--- src/rpac_pkg.sv ---
package rpac_pkg;
  // register word indices, byte address is index times four
  localparam logic [7:0] CFG_IDX       = 8'ha0;
  localparam logic [7:0] NCNT_IDX      = 8'ha1;
  localparam logic [7:0] IRQ_STAT_IDX  = 8'ha2;
  localparam logic [7:0] IRQ_MASK_IDX  = 8'ha3;
  localparam logic [7:0] STATUS_IDX    = 8'ha4;
  localparam int         ADDR_W        = 10;
  localparam logic [ADDR_W-1:0] CFG_ADDR      = {CFG_IDX, 2'b00};
  localparam logic [ADDR_W-1:0] NCNT_ADDR     = {NCNT_IDX, 2'b00};
  localparam logic [ADDR_W-1:0] IRQ_STAT_ADDR = {IRQ_STAT_IDX, 2'b00};
  localparam logic [ADDR_W-1:0] IRQ_MASK_ADDR = {IRQ_MASK_IDX, 2'b00};
  localparam logic [ADDR_W-1:0] STATUS_ADDR   = {STATUS_IDX, 2'b00};

  // configuration field positions
  localparam int CFG_AISC_EN   = 9;
  localparam int CFG_LOPC_SD   = 8;
  localparam int CFG_LOPC_AIS  = 7;
  localparam int CFG_PAIR_SEL  = 6;
  localparam int CFG_JUST_RULE = 5;
  localparam int CFG_SS_HI     = 4;
  localparam int CFG_SS_LO     = 3;
  localparam int CFG_AUTO_AIS  = 2;
  localparam int CFG_AIS_FRC   = 1;
  localparam int CFG_SS_EN     = 0;
  localparam int CFG_W         = 10;
  localparam logic [CFG_W-1:0] CFG_RESET = 10'h000;

  localparam int CNT_W = 11;
  localparam logic [CNT_W-1:0] CNT_RESET = 11'h000;

  // interrupt status bits
  localparam int IRQ_W         = 2;
  localparam int IRQ_NEG_OVF   = 0;
  localparam int IRQ_LOPC_CHG  = 1;

  localparam logic [1:0] RESP_OKAY   = 2'b00;
  localparam logic [1:0] RESP_SLVERR = 2'b10;

  // structure sizes (per STM-1 equivalent pairs)
  localparam int NPAIR = 16;

  typedef enum logic [1:0] {
    RPAC_AU4   = 2'b00,
    RPAC_AU4C4 = 2'b01,
    RPAC_AU4C16 = 2'b11
  } rpac_struct_t;
endpackage

--- src/rpac_just_detect.sv ---
`timescale 1ns/1ns
// pointer justification decision from received 10-bit pointer
module rpac_just_detect (
  input  wire logic [9:0] ptr_value,
  input  wire logic [9:0] ptr_prev,
  input  wire logic       rule_sonet,
  output logic            inc,
  output logic            dec
);
  // pointer bits alternate I,D,I,D... from msb
  logic [9:0] diff;
  logic [4:0] ibits;
  logic [4:0] dbits;
  logic [2:0] icnt;
  logic [2:0] dcnt;
  logic [3:0] icnt8;
  logic [3:0] dcnt8;
  logic [9:0] ipat;
  logic [9:0] dpat;

  always_comb begin
    diff = ptr_value ^ ptr_prev;
    for (int k = 0; k < 5; k++) begin
      ibits[k] = diff[2*k+1];
      dbits[k] = diff[2*k];
    end
    icnt = 3'h0;
    dcnt = 3'h0;
    for (int k = 0; k < 5; k++) begin
      icnt = icnt + {2'b00, ibits[k]};
      dcnt = dcnt + {2'b00, dbits[k]};
    end
    // sonet: 8 of 10 bits match the all-I-inverted (inc) or all-D-inverted (dec) pattern
    ipat = ~(diff ^ 10'b10_1010_1010);
    dpat = ~(diff ^ 10'b01_0101_0101);
    icnt8 = 4'h0;
    dcnt8 = 4'h0;
    for (int k = 0; k < 10; k++) begin
      icnt8 = icnt8 + {3'b000, ipat[k]};
      dcnt8 = dcnt8 + {3'b000, dpat[k]};
    end
    if (rule_sonet) begin
      inc = (icnt8 >= 4'h8);
      dec = (dcnt8 >= 4'h8);
    end else begin
      inc = (icnt >= 3'h3) && (dcnt < 3'h3);
      dec = (dcnt >= 3'h3) && (icnt < 3'h3);
    end
  end
endmodule

--- src/rpac_top.sv ---
`timescale 1ns/1ns
// Behaviour
// - With the AISC check on, pointer AIS is flagged only when both pointer and concatenation indicators show AIS.
// - With its enable set, concatenation loss forces a server defect into path RDI.
// - With its enable set, concatenation loss inserts AIS downstream.
// - Pair select zero checks every non-pointer H1/H2 pair for indicator or all-ones.
// - Pair select one checks none for AU-4, pairs 2-4 for AU-4-4c, pairs 2-16 for AU-4-16c.
// - SONET rule counts a justification when 8 of 10 bits show only I or only D inverted.
// - SDH rule uses a 3-of-5 majority on I or D bits with fewer than 3 of the other set inverted.
// - With size check on, size bits unequal to the expected value raise loss of pointer.
// - Automatic AIS passes to path termination only while auto AIS is enabled.
// - The AIS force bit sends AIS to path termination unconditionally.
// - Each negative justification event increments a dedicated counter, except in a cycle where a counter register write clears it.
// - The counter is 11 bits in the low bits of its register, upper bits zero.
// - A write to the counter register copies the count into a buffer and clears it; reads return the buffer.
// - Each counter rollover sets a sticky overflow flag, cleared by software.
module rpac_top (
  input  wire logic        ref_clk,
  input  wire logic        resetn,
  // AXI4-Lite slave
  input  wire logic [9:0]  s_axi_awaddr,
  input  wire logic        s_axi_awvalid,
  output logic             s_axi_awready,
  input  wire logic [31:0] s_axi_wdata,
  input  wire logic [3:0]  s_axi_wstrb,
  input  wire logic        s_axi_wvalid,
  output logic             s_axi_wready,
  output logic [1:0]       s_axi_bresp,
  output logic             s_axi_bvalid,
  input  wire logic        s_axi_bready,
  input  wire logic [9:0]  s_axi_araddr,
  input  wire logic        s_axi_arvalid,
  output logic             s_axi_arready,
  output logic [31:0]      s_axi_rdata,
  output logic [1:0]       s_axi_rresp,
  output logic             s_axi_rvalid,
  input  wire logic        s_axi_rready,
  // receive pointer inputs, one sample per strobe
  input  wire logic        ptr_strobe,
  input  wire logic [15:0] ptr_word,
  input  wire logic        ptr_valid,
  input  wire logic        ptr_ais,
  input  wire logic        conc_strobe,
  input  wire logic [3:0]  conc_pair,
  input  wire logic [15:0] conc_word,
  input  wire logic [1:0]  au_struct,
  input  wire logic        msa_ais_gen,
  // outputs
  output logic             pointer_ais_defect,
  output logic             concat_pointer_loss_status,
  output logic             loss_of_pointer,
  output logic             path_remote_defect_indication,
  output logic             adaptation_ais_insert,
  output logic             irq
);
  logic [rpac_pkg::CFG_W-1:0] cfg, next_cfg;
  logic [rpac_pkg::CNT_W-1:0] cnt, next_cnt;
  logic [rpac_pkg::CNT_W-1:0] cnt_buf, next_cnt_buf;
  logic [rpac_pkg::IRQ_W-1:0] istat, next_istat;
  logic [rpac_pkg::IRQ_W-1:0] imask, next_imask;
  logic [9:0]  ptr_prev, next_ptr_prev;
  logic        lopc, next_lopc;
  logic        aisc, next_aisc;
  logic        pais, next_pais;
  logic        lop, next_lop;
  logic        rdi, next_rdi;
  logic        ais_ins, next_ais_ins;
  logic        irq_q, next_irq;
  logic        awr, next_awr, wr, next_wr, bv, next_bv;
  logic        rv, next_rv, arr, next_arr;
  logic [1:0]  br, next_br, rr, next_rr;
  logic [31:0] rd, next_rd;
  logic [9:0]  aw_q, next_aw_q;
  logic [31:0] wd_q, next_wd_q;
  logic        aw_have, next_aw_have, w_have, next_w_have;
  logic        inc, dec;
  logic        pair_checked;
  logic        conc_ok;
  logic        do_wr;
  logic [9:0]  wa;
  logic [31:0] wdat;

  rpac_just_detect u_just (
    .ptr_value  (ptr_word[9:0]),
    .ptr_prev   (ptr_prev),
    .rule_sonet (cfg[rpac_pkg::CFG_JUST_RULE]),
    .inc        (inc),
    .dec        (dec)
  );

  // which indicator pairs take part in concatenation checking
  always_comb begin
    pair_checked = 1'b0;
    if (conc_pair != 4'h0) begin
      if (!cfg[rpac_pkg::CFG_PAIR_SEL]) begin
        pair_checked = 1'b1;
      end else begin
        unique case (au_struct)
          rpac_pkg::RPAC_AU4:    pair_checked = 1'b0;
          rpac_pkg::RPAC_AU4C4:  pair_checked = (conc_pair <= 4'h3);
          rpac_pkg::RPAC_AU4C16: pair_checked = 1'b1;
          default:               pair_checked = 1'b0;
        endcase
      end
    end
    // indicator 1001 ss 1111111111, ss checked only if enabled
    conc_ok = (conc_word == 16'hffff) ||
              ((conc_word[15:12] == 4'b1001) &&
               (conc_word[9:0] == 10'h3ff) &&
               (!cfg[rpac_pkg::CFG_SS_EN] ||
                conc_word[11:10] ==
                cfg[rpac_pkg::CFG_SS_HI:rpac_pkg::CFG_SS_LO]));
  end

  // defects and justification counting
  always_comb begin
    next_ptr_prev = ptr_prev;
    next_lopc     = lopc;
    next_aisc     = aisc;
    next_lop      = lop;
    next_cnt      = cnt;
    next_istat    = istat;
    if (conc_strobe && pair_checked) begin
      next_lopc = !conc_ok;
      next_aisc = (conc_word == 16'hffff);
    end
    if (ptr_strobe) begin
      next_lop = !ptr_valid ||
                 (cfg[rpac_pkg::CFG_SS_EN] &&
                  ptr_word[11:10] !=
                  cfg[rpac_pkg::CFG_SS_HI:rpac_pkg::CFG_SS_LO]);
      if (ptr_valid && !inc && !dec) begin
        next_ptr_prev = ptr_word[9:0];
      end
      if (ptr_valid && dec) begin
        next_cnt = cnt + 11'h001;
        if (cnt == 11'h7ff) begin
          next_istat[rpac_pkg::IRQ_NEG_OVF] = 1'b1;
        end
      end
    end
    if (next_lopc != lopc) begin
      next_istat[rpac_pkg::IRQ_LOPC_CHG] = 1'b1;
    end
    next_pais = ptr_ais &&
                (!cfg[rpac_pkg::CFG_AISC_EN] || next_aisc);
    next_rdi  = cfg[rpac_pkg::CFG_LOPC_SD] && next_lopc;
    next_ais_ins = cfg[rpac_pkg::CFG_AIS_FRC] ||
                   (cfg[rpac_pkg::CFG_AUTO_AIS] && msa_ais_gen) ||
                   (cfg[rpac_pkg::CFG_LOPC_AIS] && next_lopc);
    // register writes; hardware set beats software clear
    next_cfg = cfg;
    next_imask = imask;
    next_cnt_buf = cnt_buf;
    if (do_wr) begin
      if (wa == rpac_pkg::CFG_ADDR) begin
        next_cfg = wdat[rpac_pkg::CFG_W-1:0];
      end
      if (wa == rpac_pkg::NCNT_ADDR) begin
        next_cnt_buf = cnt;
        next_cnt = rpac_pkg::CNT_RESET;
      end
      if (wa == rpac_pkg::IRQ_MASK_ADDR) begin
        next_imask = wdat[rpac_pkg::IRQ_W-1:0];
      end
      if (wa == rpac_pkg::IRQ_STAT_ADDR) begin
        next_istat = next_istat & ~(wdat[rpac_pkg::IRQ_W-1:0] & ~(next_istat
                     ^ istat));
      end
    end
    next_irq = |(next_istat & next_imask);
  end

  // AXI4-Lite write: address and data taken in either order
  always_comb begin
    next_aw_have = aw_have;
    next_w_have  = w_have;
    next_aw_q    = aw_q;
    next_wd_q    = wd_q;
    next_bv      = bv;
    next_br      = br;
    if (s_axi_awvalid && awr) begin
      next_aw_have = 1'b1;
      next_aw_q    = s_axi_awaddr;
    end
    if (s_axi_wvalid && wr) begin
      next_w_have = 1'b1;
      next_wd_q   = s_axi_wdata;
    end
    if (bv && s_axi_bready) begin
      next_bv = 1'b0;
    end
    do_wr = aw_have && w_have && !bv;
    wa    = aw_q;
    wdat  = wd_q;
    if (do_wr) begin
      next_aw_have = 1'b0;
      next_w_have  = 1'b0;
      next_bv      = 1'b1;
      next_br      = (wa == rpac_pkg::CFG_ADDR ||
                      wa == rpac_pkg::NCNT_ADDR ||
                      wa == rpac_pkg::IRQ_STAT_ADDR ||
                      wa == rpac_pkg::IRQ_MASK_ADDR ||
                      wa == rpac_pkg::STATUS_ADDR) ?
                     rpac_pkg::RESP_OKAY : rpac_pkg::RESP_SLVERR;
    end
    next_awr = !next_aw_have && !next_bv;
    next_wr  = !next_w_have && !next_bv;
  end

  // AXI4-Lite read
  always_comb begin
    next_rv = rv;
    next_rd = rd;
    next_rr = rr;
    if (rv && s_axi_rready) begin
      next_rv = 1'b0;
    end
    if (s_axi_arvalid && arr) begin
      next_rv = 1'b1;
      next_rr = rpac_pkg::RESP_OKAY;
      unique case (s_axi_araddr)
        rpac_pkg::CFG_ADDR:      next_rd = {22'h00_0000, cfg};
        rpac_pkg::NCNT_ADDR:     next_rd = {21'h00_0000, cnt_buf};
        rpac_pkg::IRQ_STAT_ADDR: next_rd = {30'h0000_0000, istat};
        rpac_pkg::IRQ_MASK_ADDR: next_rd = {30'h0000_0000, imask};
        rpac_pkg::STATUS_ADDR:
          next_rd = {28'h000_0000, lopc, aisc, lop, pais};
        default: begin
          next_rd = 32'h0000_0000;
          next_rr = rpac_pkg::RESP_SLVERR;
        end
      endcase
    end
    next_arr = !next_rv;
  end

  always_ff @(posedge ref_clk or negedge resetn) begin
    if (!resetn) begin
      cfg      <= rpac_pkg::CFG_RESET;
      cnt      <= rpac_pkg::CNT_RESET;
      cnt_buf  <= rpac_pkg::CNT_RESET;
      istat    <= 2'h0;
      imask    <= 2'h0;
      ptr_prev <= 10'h000;
      lopc     <= 1'b0;
      aisc     <= 1'b0;
      pais     <= 1'b0;
      lop      <= 1'b0;
      rdi      <= 1'b0;
      ais_ins  <= 1'b0;
      irq_q    <= 1'b0;
      awr      <= 1'b0;
      wr       <= 1'b0;
      bv       <= 1'b0;
      br       <= 2'h0;
      rv       <= 1'b0;
      arr      <= 1'b1;
      rr       <= 2'h0;
      rd       <= 32'h0000_0000;
      aw_q     <= 10'h000;
      wd_q     <= 32'h0000_0000;
      aw_have  <= 1'b0;
      w_have   <= 1'b0;
    end else begin
      cfg      <= next_cfg;
      cnt      <= next_cnt;
      cnt_buf  <= next_cnt_buf;
      istat    <= next_istat;
      imask    <= next_imask;
      ptr_prev <= next_ptr_prev;
      lopc     <= next_lopc;
      aisc     <= next_aisc;
      pais     <= next_pais;
      lop      <= next_lop;
      rdi      <= next_rdi;
      ais_ins  <= next_ais_ins;
      irq_q    <= next_irq;
      awr      <= next_awr;
      wr       <= next_wr;
      bv       <= next_bv;
      br       <= next_br;
      rv       <= next_rv;
      arr      <= next_arr;
      rr       <= next_rr;
      rd       <= next_rd;
      aw_q     <= next_aw_q;
      wd_q     <= next_wd_q;
      aw_have  <= next_aw_have;
      w_have   <= next_w_have;
    end
  end

  assign s_axi_awready = awr;
  assign s_axi_wready  = wr;
  assign s_axi_bvalid  = bv;
  assign s_axi_bresp   = br;
  assign s_axi_arready = arr;
  assign s_axi_rvalid  = rv;
  assign s_axi_rresp   = rr;
  assign s_axi_rdata   = rd;
  assign pointer_ais_defect            = pais;
  assign concat_pointer_loss_status    = lopc;
  assign loss_of_pointer               = lop;
  assign path_remote_defect_indication = rdi;
  assign adaptation_ais_insert         = ais_ins;
  assign irq                           = irq_q;
endmodule
--- config.mk ---
export PLATFORM = sky130hd
export DESIGN_NAME = rpac_top
export DESIGN_NICKNAME = d
export VERILOG_FILES = /design/src/rpac_pkg.sv /design/src/rpac_just_detect.sv /design/src/rpac_top.sv
export SDC_FILE = /design/constraint.sdc
export NUM_CORES = 1
export LEC_CHECK = 0
export BUFFER_PORTS_ARGS = -buffer_cell sky130_fd_sc_hd__buf_4
export CAP_MARGIN = 25
export CORE_ASPECT_RATIO = 2
export CORE_MARGIN = 1
export CORE_UTILIZATION = 45
export DETAILED_ROUTE_END_ITERATION = 16
export HOLD_SLACK_MARGIN = 0.02
export PLACE_DENSITY = 0.74
export SYNTH_ARGS = -nofsm -noshare
export SYNTH_HDL_FRONTEND = slang
export SYNTH_SLANG_ARGS = --single-unit
--- constraint.sdc ---
create_clock -name ref_clk -period 6.8 [get_ports ref_clk]
set_input_delay 0.68 -clock ref_clk [delete_from_list [all_inputs] [get_ports ref_clk]]
set_output_delay 0.68 -clock ref_clk [all_outputs]
set_load 0.01 [all_outputs]
==> results of run 1 <==
-- kinds of logic after synthesis --
kind of cell	count (synthesis)	share of synthesized area, %
XOR/XNOR	24	4.28
AND/OR/NAND/NOR	97	11.1
multiplexers	60	13.7
AO/OA/AOI/OAI	58	8.22
flip-flops	93	47.4
buffers and inverters	51	5.75
other	1	0.0763
adder cells (fa/ha/maj)	29	9.52
-- routing by layer --
metal	GRT usage (%)	vias to the layer above
met1	18.7	1702
met3	3.29	23
met5	0	-
li1	-	1632
met2	42.0	95
met4	10.2	0
-- flip-flops by register name, summed over array words and instances (netlist names), 2 cells and up --
name,count
cnt,11
aw_q,10
cfg,10
wd_q,10
istat,2
cnt_buf,11
ptr_prev,10
imask,2
s_axi_rdata,11
-- how the worst max path moves through the flow --
stage                     start  end  slack, ns  depth (start not counted)
floorplan           ptr_word[1]  irq       2.41                         13
detailed placement  ptr_word[1]  irq       1.94                         14
CTS                 ptr_word[1]  irq       2.28                         14
finish              ptr_word[1]  irq       2.30                         14
global route        ptr_word[1]  irq       2.13                         14
global placement    ptr_word[1]  irq       1.98                         14
-- per-stage QoR --
stage / area, um^2 / instances / utilization [%]
2_1_floorplan: 5000 / 435 / -
3_3_place_gp: 5740 / 645 / 54.4
3_5_place_dp: 5740 / 646 / 54.4
4_1_cts: 6030 / 662 / 57.2
5_1_grt: 6040 / 663 / 57.3
6_report: 6040 / 663 / 57.3
-- cells in the mapped netlist, types with 4 or more instances --
library cell,number,area share [%]
buf_2,4,0.41
nor4_1,5,0.64
a21o_1,4,0.61
nor2_1,19,1.5
nand2_1,28,2.1
dfrtp_1,92,47
buf_4,23,3.5
o21ai_0,18,1.8
nand4_1,11,1.4
mux2_2,59,14
fa_1,14,5.7
xor2_1,15,2.7
a22oi_1,8,1.2
inv_1,22,1.7
a21oi_1,5,0.51
xnor2_1,9,1.6
ha_1,15,3.8
nor3_1,4,0.41
nor2b_1,6,0.76
-- layout by cell type (no fill, tap or decap), types with 3 or more instances in the layout --
| master | netlist | layout |
|---|---|---|
| clkinvlp_4 | 0 | 3 |
| a31oi_1 | 3 | 3 |
| ha_1 | 15 | 15 |
| buf_4 | 23 | 103 |
| a21o_1 | 4 | 4 |
| xor2_1 | 15 | 15 |
| nand2_1 | 28 | 28 |
| nor2_1 | 19 | 19 |
| a21oi_1 | 5 | 5 |
| nand2b_1 | 3 | 3 |
| nand3_1 | 3 | 3 |
| nor3_1 | 4 | 4 |
| fa_1 | 14 | 14 |
| clkbuf_16 | 0 | 9 |
| mux2_2 | 59 | 59 |
| a22oi_1 | 8 | 8 |
| dfrtp_1 | 92 | 92 |
| o21ai_0 | 18 | 18 |
| xnor2_1 | 9 | 9 |
| nor2b_1 | 6 | 6 |
| nor4_1 | 5 | 5 |
| inv_1 | 22 | 22 |
| conb_1 | 1 | 23 |
| nand4_1 | 11 | 11 |
-- cell type report --
type                            count  share of cell area (%)
Timing Repair Buffer              104                    12.9
Tap cell                          137                    2.84
Clock buffer                       11                    3.85
Inverter                           22                    1.37
Multi-Input combinational cell    291                    39.5
Clock inverter                      5                    1.01
Sequential cell                    93                    38.5
-- worst max-delay path, cell delays in order --
cell and delay, ns:
buf_4 0.12, xor2_1 0.27, inv_1 0.08, ha_1 0.31, inv_1 0.06, fa_1 0.45, fa_1 0.52, fa_1 0.43
fa_1 0.39, nand3b_4 0.17, a32o_2 0.30, or4_4 0.57, o31ai_2 0.25, o2bb2ai_1 0.16
-- power breakdown --
group / switching [W] / internal (W)
Combinational: 0.000688 / 0.000625
Clock: 0.000209 / 0.000286
Sequential: 0.000104 / 0.000690
==> metrics.yaml, run 1 <==
sta:
  setup_viol: 0
  fin_crit_ns: 4.50
  slew_viol_final: 0
  clock_skew_ns: 0.00599
  fin_crit_sh_pct: 66.1
  final-hold-violation-count: 0
  hold_ws_ns: 0.216
  tightest_slew_ns: 0.892
  setup_ws_ns: 2.30
  fmax_mhz: 222
  relSlewSlack_pct: 40.5
  fin_setup_tns_ns: 0
  rsz0062_at_grt: "false"
cts:
  clock_sink_count: 93
  path_clk_slew_ns: 0.07
  clock_latency_ns: 0.34
  clock_path_buffers: 2
  htree_levels: 3
  hold_buffers: 0
  numCtsBuffers: 9
  ctsResizeCount: 0
  cts_tree: "yes"
  cts_setup_buffers: 0
  root_buffer: "clkbuf_16"
critical_path:
  start_kind: "primary input"
  ff2ff_setup_slack_ns: 2.34
  cp.required_ns: 7.06
  path_class: "in -> reg"
  path_max_fanout: 5
  rr_endpoint: "irq"
  crit_path_end_kind: "flip-flop"
  rr_worst_depth: 13
  arrival_ns: 4.76
  reg2reg_from: "ptr_prev[1]"
drt:
  drt_first_pass_iters: 4
  route.detailed.drc: 0
  ant_nets: 0
  met1_length_mm: 3.53
  viasPerCell: 5.21
  post_drt_wl_per_cell_um: 16.4
  wl_mm: 10.8
  top_layer: "met4"
  drt_iter0_drc: 82
  dr_wl_met3_um: 365
  vias: 3452
  dr_wl_met2_mm: 6.60
power_and_ir_drop:
  power_w: 0.00260
  power.density_mw_per_mm2: 431
  peakVddDrop_mv: 0.220
  leakagePower_nw: 2.89
die:
  coreArea_mm2: 0.0105
  die_w_um: 75.9
  start_util_pct: 46.6
  row_count: 53
  die_h_um: 150
  die-area_mm2: 0.0114
  ioPinCount: 153
global_routing:
  grt_max_degree: 73
  antenna_found_initial: 0
  grt_usage_pct: 20.4
  grt_pass1_vias: 3778
  grt_pass1_wl_mm: 17.7
  overflow: 0
cells_and_area:
  area_growth_pct: 22.9
  nets: 656
  drive_gt1_share_pct: 35.9
  seqCellArea_mm2: 0.00233
  diodes: 0
  num-fill-cells: 890
  multi_input_comb_area_mm2: 0.00239
placed_design:
  dpl_worst_slack_ns: 1.94
  port_buffers: 99
  hpwl_mm: 8.62
  gp_congestion: 0.816
logic_synthesis:
  synth-seq-cells: 93
  ys_types: 58
  synth_edf_count: 0
  yosysWarnings: 0
  synth_top_flop_cell: "dfrtp_1"
  synthArstFlopShare_pct: 100
  syn_avg_cell_area_um2: 11.9
  synth_area_mm2: 0.00492
  seq_area_frac_synth_pct: 47.4
  synthCells: 413
hold_path:
  hp-class: "in -> async"
run:
  cap_viol_max_count: 0
run_status:
  status: "finished, final reports clean"
Power figures use the tool's default switching activity.
==> run 2, diff against run 1 <==
--- a/config.mk
+++ b/config.mk
@@ -12,7 +12,7 @@
 export CORE_UTILIZATION = 45
 export DETAILED_ROUTE_END_ITERATION = 16
 export HOLD_SLACK_MARGIN = 0.02
-export PLACE_DENSITY = 0.74
+export PLACE_DENSITY = 0.76
 export SYNTH_ARGS = -nofsm -noshare
 export SYNTH_HDL_FRONTEND = slang
 export SYNTH_SLANG_ARGS = --single-unit
==> constraint.sdc (replaced) <==
create_clock -name ref_clk -period 3.8 [get_ports ref_clk]
set_input_delay 0.38 -clock ref_clk [delete_from_list [all_inputs] [get_ports ref_clk]]
set_output_delay 0.38 -clock ref_clk [all_outputs]
set_load 0.01 [all_outputs]
==> metrics.yaml, run 2 (same netlist as run 1, synthesis figures left out) <==
critical_path:
  path_max_fanout: 2
  arrival_ns: 4.30
  startpoint: "ptr_prev[1]"
  reg2reg_from: "ptr_prev[1]"
  path_class: "reg -> reg"
  path_cells: "xor2_4, inv_2, ha_4, inv_2, fa_1, fa_1, fa_1, fa_2, nand3b_4, a32o_2, or4_4, o31ai_4, o2bb2ai_1"
  crit_path_end_kind: "flip-flop"
  cp.required_ns: 4.07
  start_kind: "flip-flop"
  critPathMostFrequentCell: "fa_1"
  cpPeakStageDelay_ns: 0.51
  cp_slowest_cell: "fa_1"
die:
  die-area_mm2: 0.0114
  row_count: 53
  start_util_pct: 46.6
  ioPinCount: 153
  die_h_um: 150
  coreArea_mm2: 0.0105
  die_w_um: 75.9
global_routing:
  grt_use_met2_pct: 39.6
  grt_pass1_wl_mm: 17.3
  grt_usage_pct: 20.0
  gr-usage-met3_pct: 4.21
  antenna_found_initial: 0
  busiest_layer: "met2"
  grt_pass1_vias: 3732
  grt_max_degree: 73
  overflow: 0
  met1_usage_pct: 18.5
cells_and_area:
  nets: 672
  num-fill-cells: 859
  diodes: 0
  fin_area_mm2: 0.00633
  instances_no_fill: 679
  layout_common_cells: "buf_4, dfrtp_1, mux2_2"
  drive_gt1_share_pct: 40.6
  final_util_pct: 60.0
  layout_commonest_cell: "buf_4"
  area_growth_pct: 28.8
cts:
  clock_sink_count: 93
  path_clk_slew_ns: 0.07
  clock_latency_ns: 0.34
  cts_tree: "yes"
  clock_path_buffers: 2
  root_buffer: "clkbuf_16"
  numCtsBuffers: 9
  hold_buffers: 0
  htree_levels: 3
drt:
  vias: 3580
  viasPerCell: 5.27
  route.detailed.drc: 0
  drt_first_pass_iters: 4
  ant_nets: 0
  post_drt_wl_per_cell_um: 16.5
  drt_iter0_drc: 80
  wl_mm: 11.2
sta:
  rsz0062_at_grt: "true"
  setup_ws_ns: -0.227
  final-hold-violation-count: 0
  relSlewSlack_pct: 40.3
  fin_crit_sh_pct: 106
  setup_viol: 18
  slew_viol_final: 0
  fmax_mhz: 248
  clock_skew_ns: 0.00559
  fin_crit_ns: 4.03
  tightest_slew_ns: 0.896
placed_design:
  port_buffers: 99
  hpwl_mm: 8.73
  dpl_worst_slack_ns: -0.373
  gp_congestion: 0.879
  placed_cell_area_mm2: 0.00591
  dp_cells: 660
run:
  cap_viol_max_count: 0
power_and_ir_drop:
  peakVddDrop_mv: 0.502
  power_w: 0.00536
  power.density_mw_per_mm2: 846
  leakagePower_nw: 3.05
run_status:
  violations: "setup timing"
  status: "finished, violations left"
hold_path:
  hp-class: "in -> async"
-- run 2: final cells by class --
cell class / count / area, um^2 / area share [%]
Clock buffer: 9 / 225 / 3.56
Clock inverter: 7 / 81.3 / 1.28
Inverter: 22 / 82.6 / 1.30
Multi-Input combinational cell: 291 / 2530 / 39.9
Sequential cell: 93 / 2330 / 36.8
Tap cell: 137 / 171 / 2.71
Timing Repair Buffer: 120 / 915 / 14.4
-- run 2: worst paths after layout --
check	to	slack, ns	depth (start not counted)
worst min-delay path	wd_q[3]	0.16	1
worst max-delay path	irq	-0.23	13
max in group asynchronous	s_axi_arready	2.73	2
worst max register to register	irq	-0.23	13
worst min register to register	s_axi_awready	0.49	1
min in group ref_clk	s_axi_awready	0.23	2
-- run 2: layer usage --
| layer | share of wire, % | up-vias |
|---|---|---|
| met2 | 59 | 119 |
| met5 | 0 | - |
| li1 | - | 1658 |
| met4 | 4.4 | 0 |
| met1 | 33 | 1767 |
| met3 | 3.9 | 36 |
-- run 2: where the power goes --
part           leakage [nW]  internal [W]  switching [W]
logic                  1.72       0.00153        0.00148
clock network         0.153      0.000521       0.000397
registers              1.18       0.00124       0.000190
total                  3.05       0.00329        0.00207
-- run 2: worst max-delay path, delay by kind of cell (launching register included) --
family,cells,cell delay (ns)
adders and majority gates,5,2.01
AOI/OAI and AO/OA,3,0.65
and+or+nand+nor,2,0.61
DFF,1,0.44
xor gates and xnor gates,1,0.15
buffers and inverters,2,0.10
-- run 2: what timing repair did --
item,CTS,global route
setup buffers,2,1
resized for setup,8,13
pin swaps,8,3
setup endpoints to repair,18,23
endpoints found under the hold margin,0,0
-- run 2: stage by stage --
stage,setup TNS [ns],hold slack (ns)
finish,-2.40,0.159
global route,-5.52,0.230
CTS,-2.85,0.194
detailed placement,-5.85,0.480
global placement,-4.96,0.474
floorplan,-1.11,0.0844
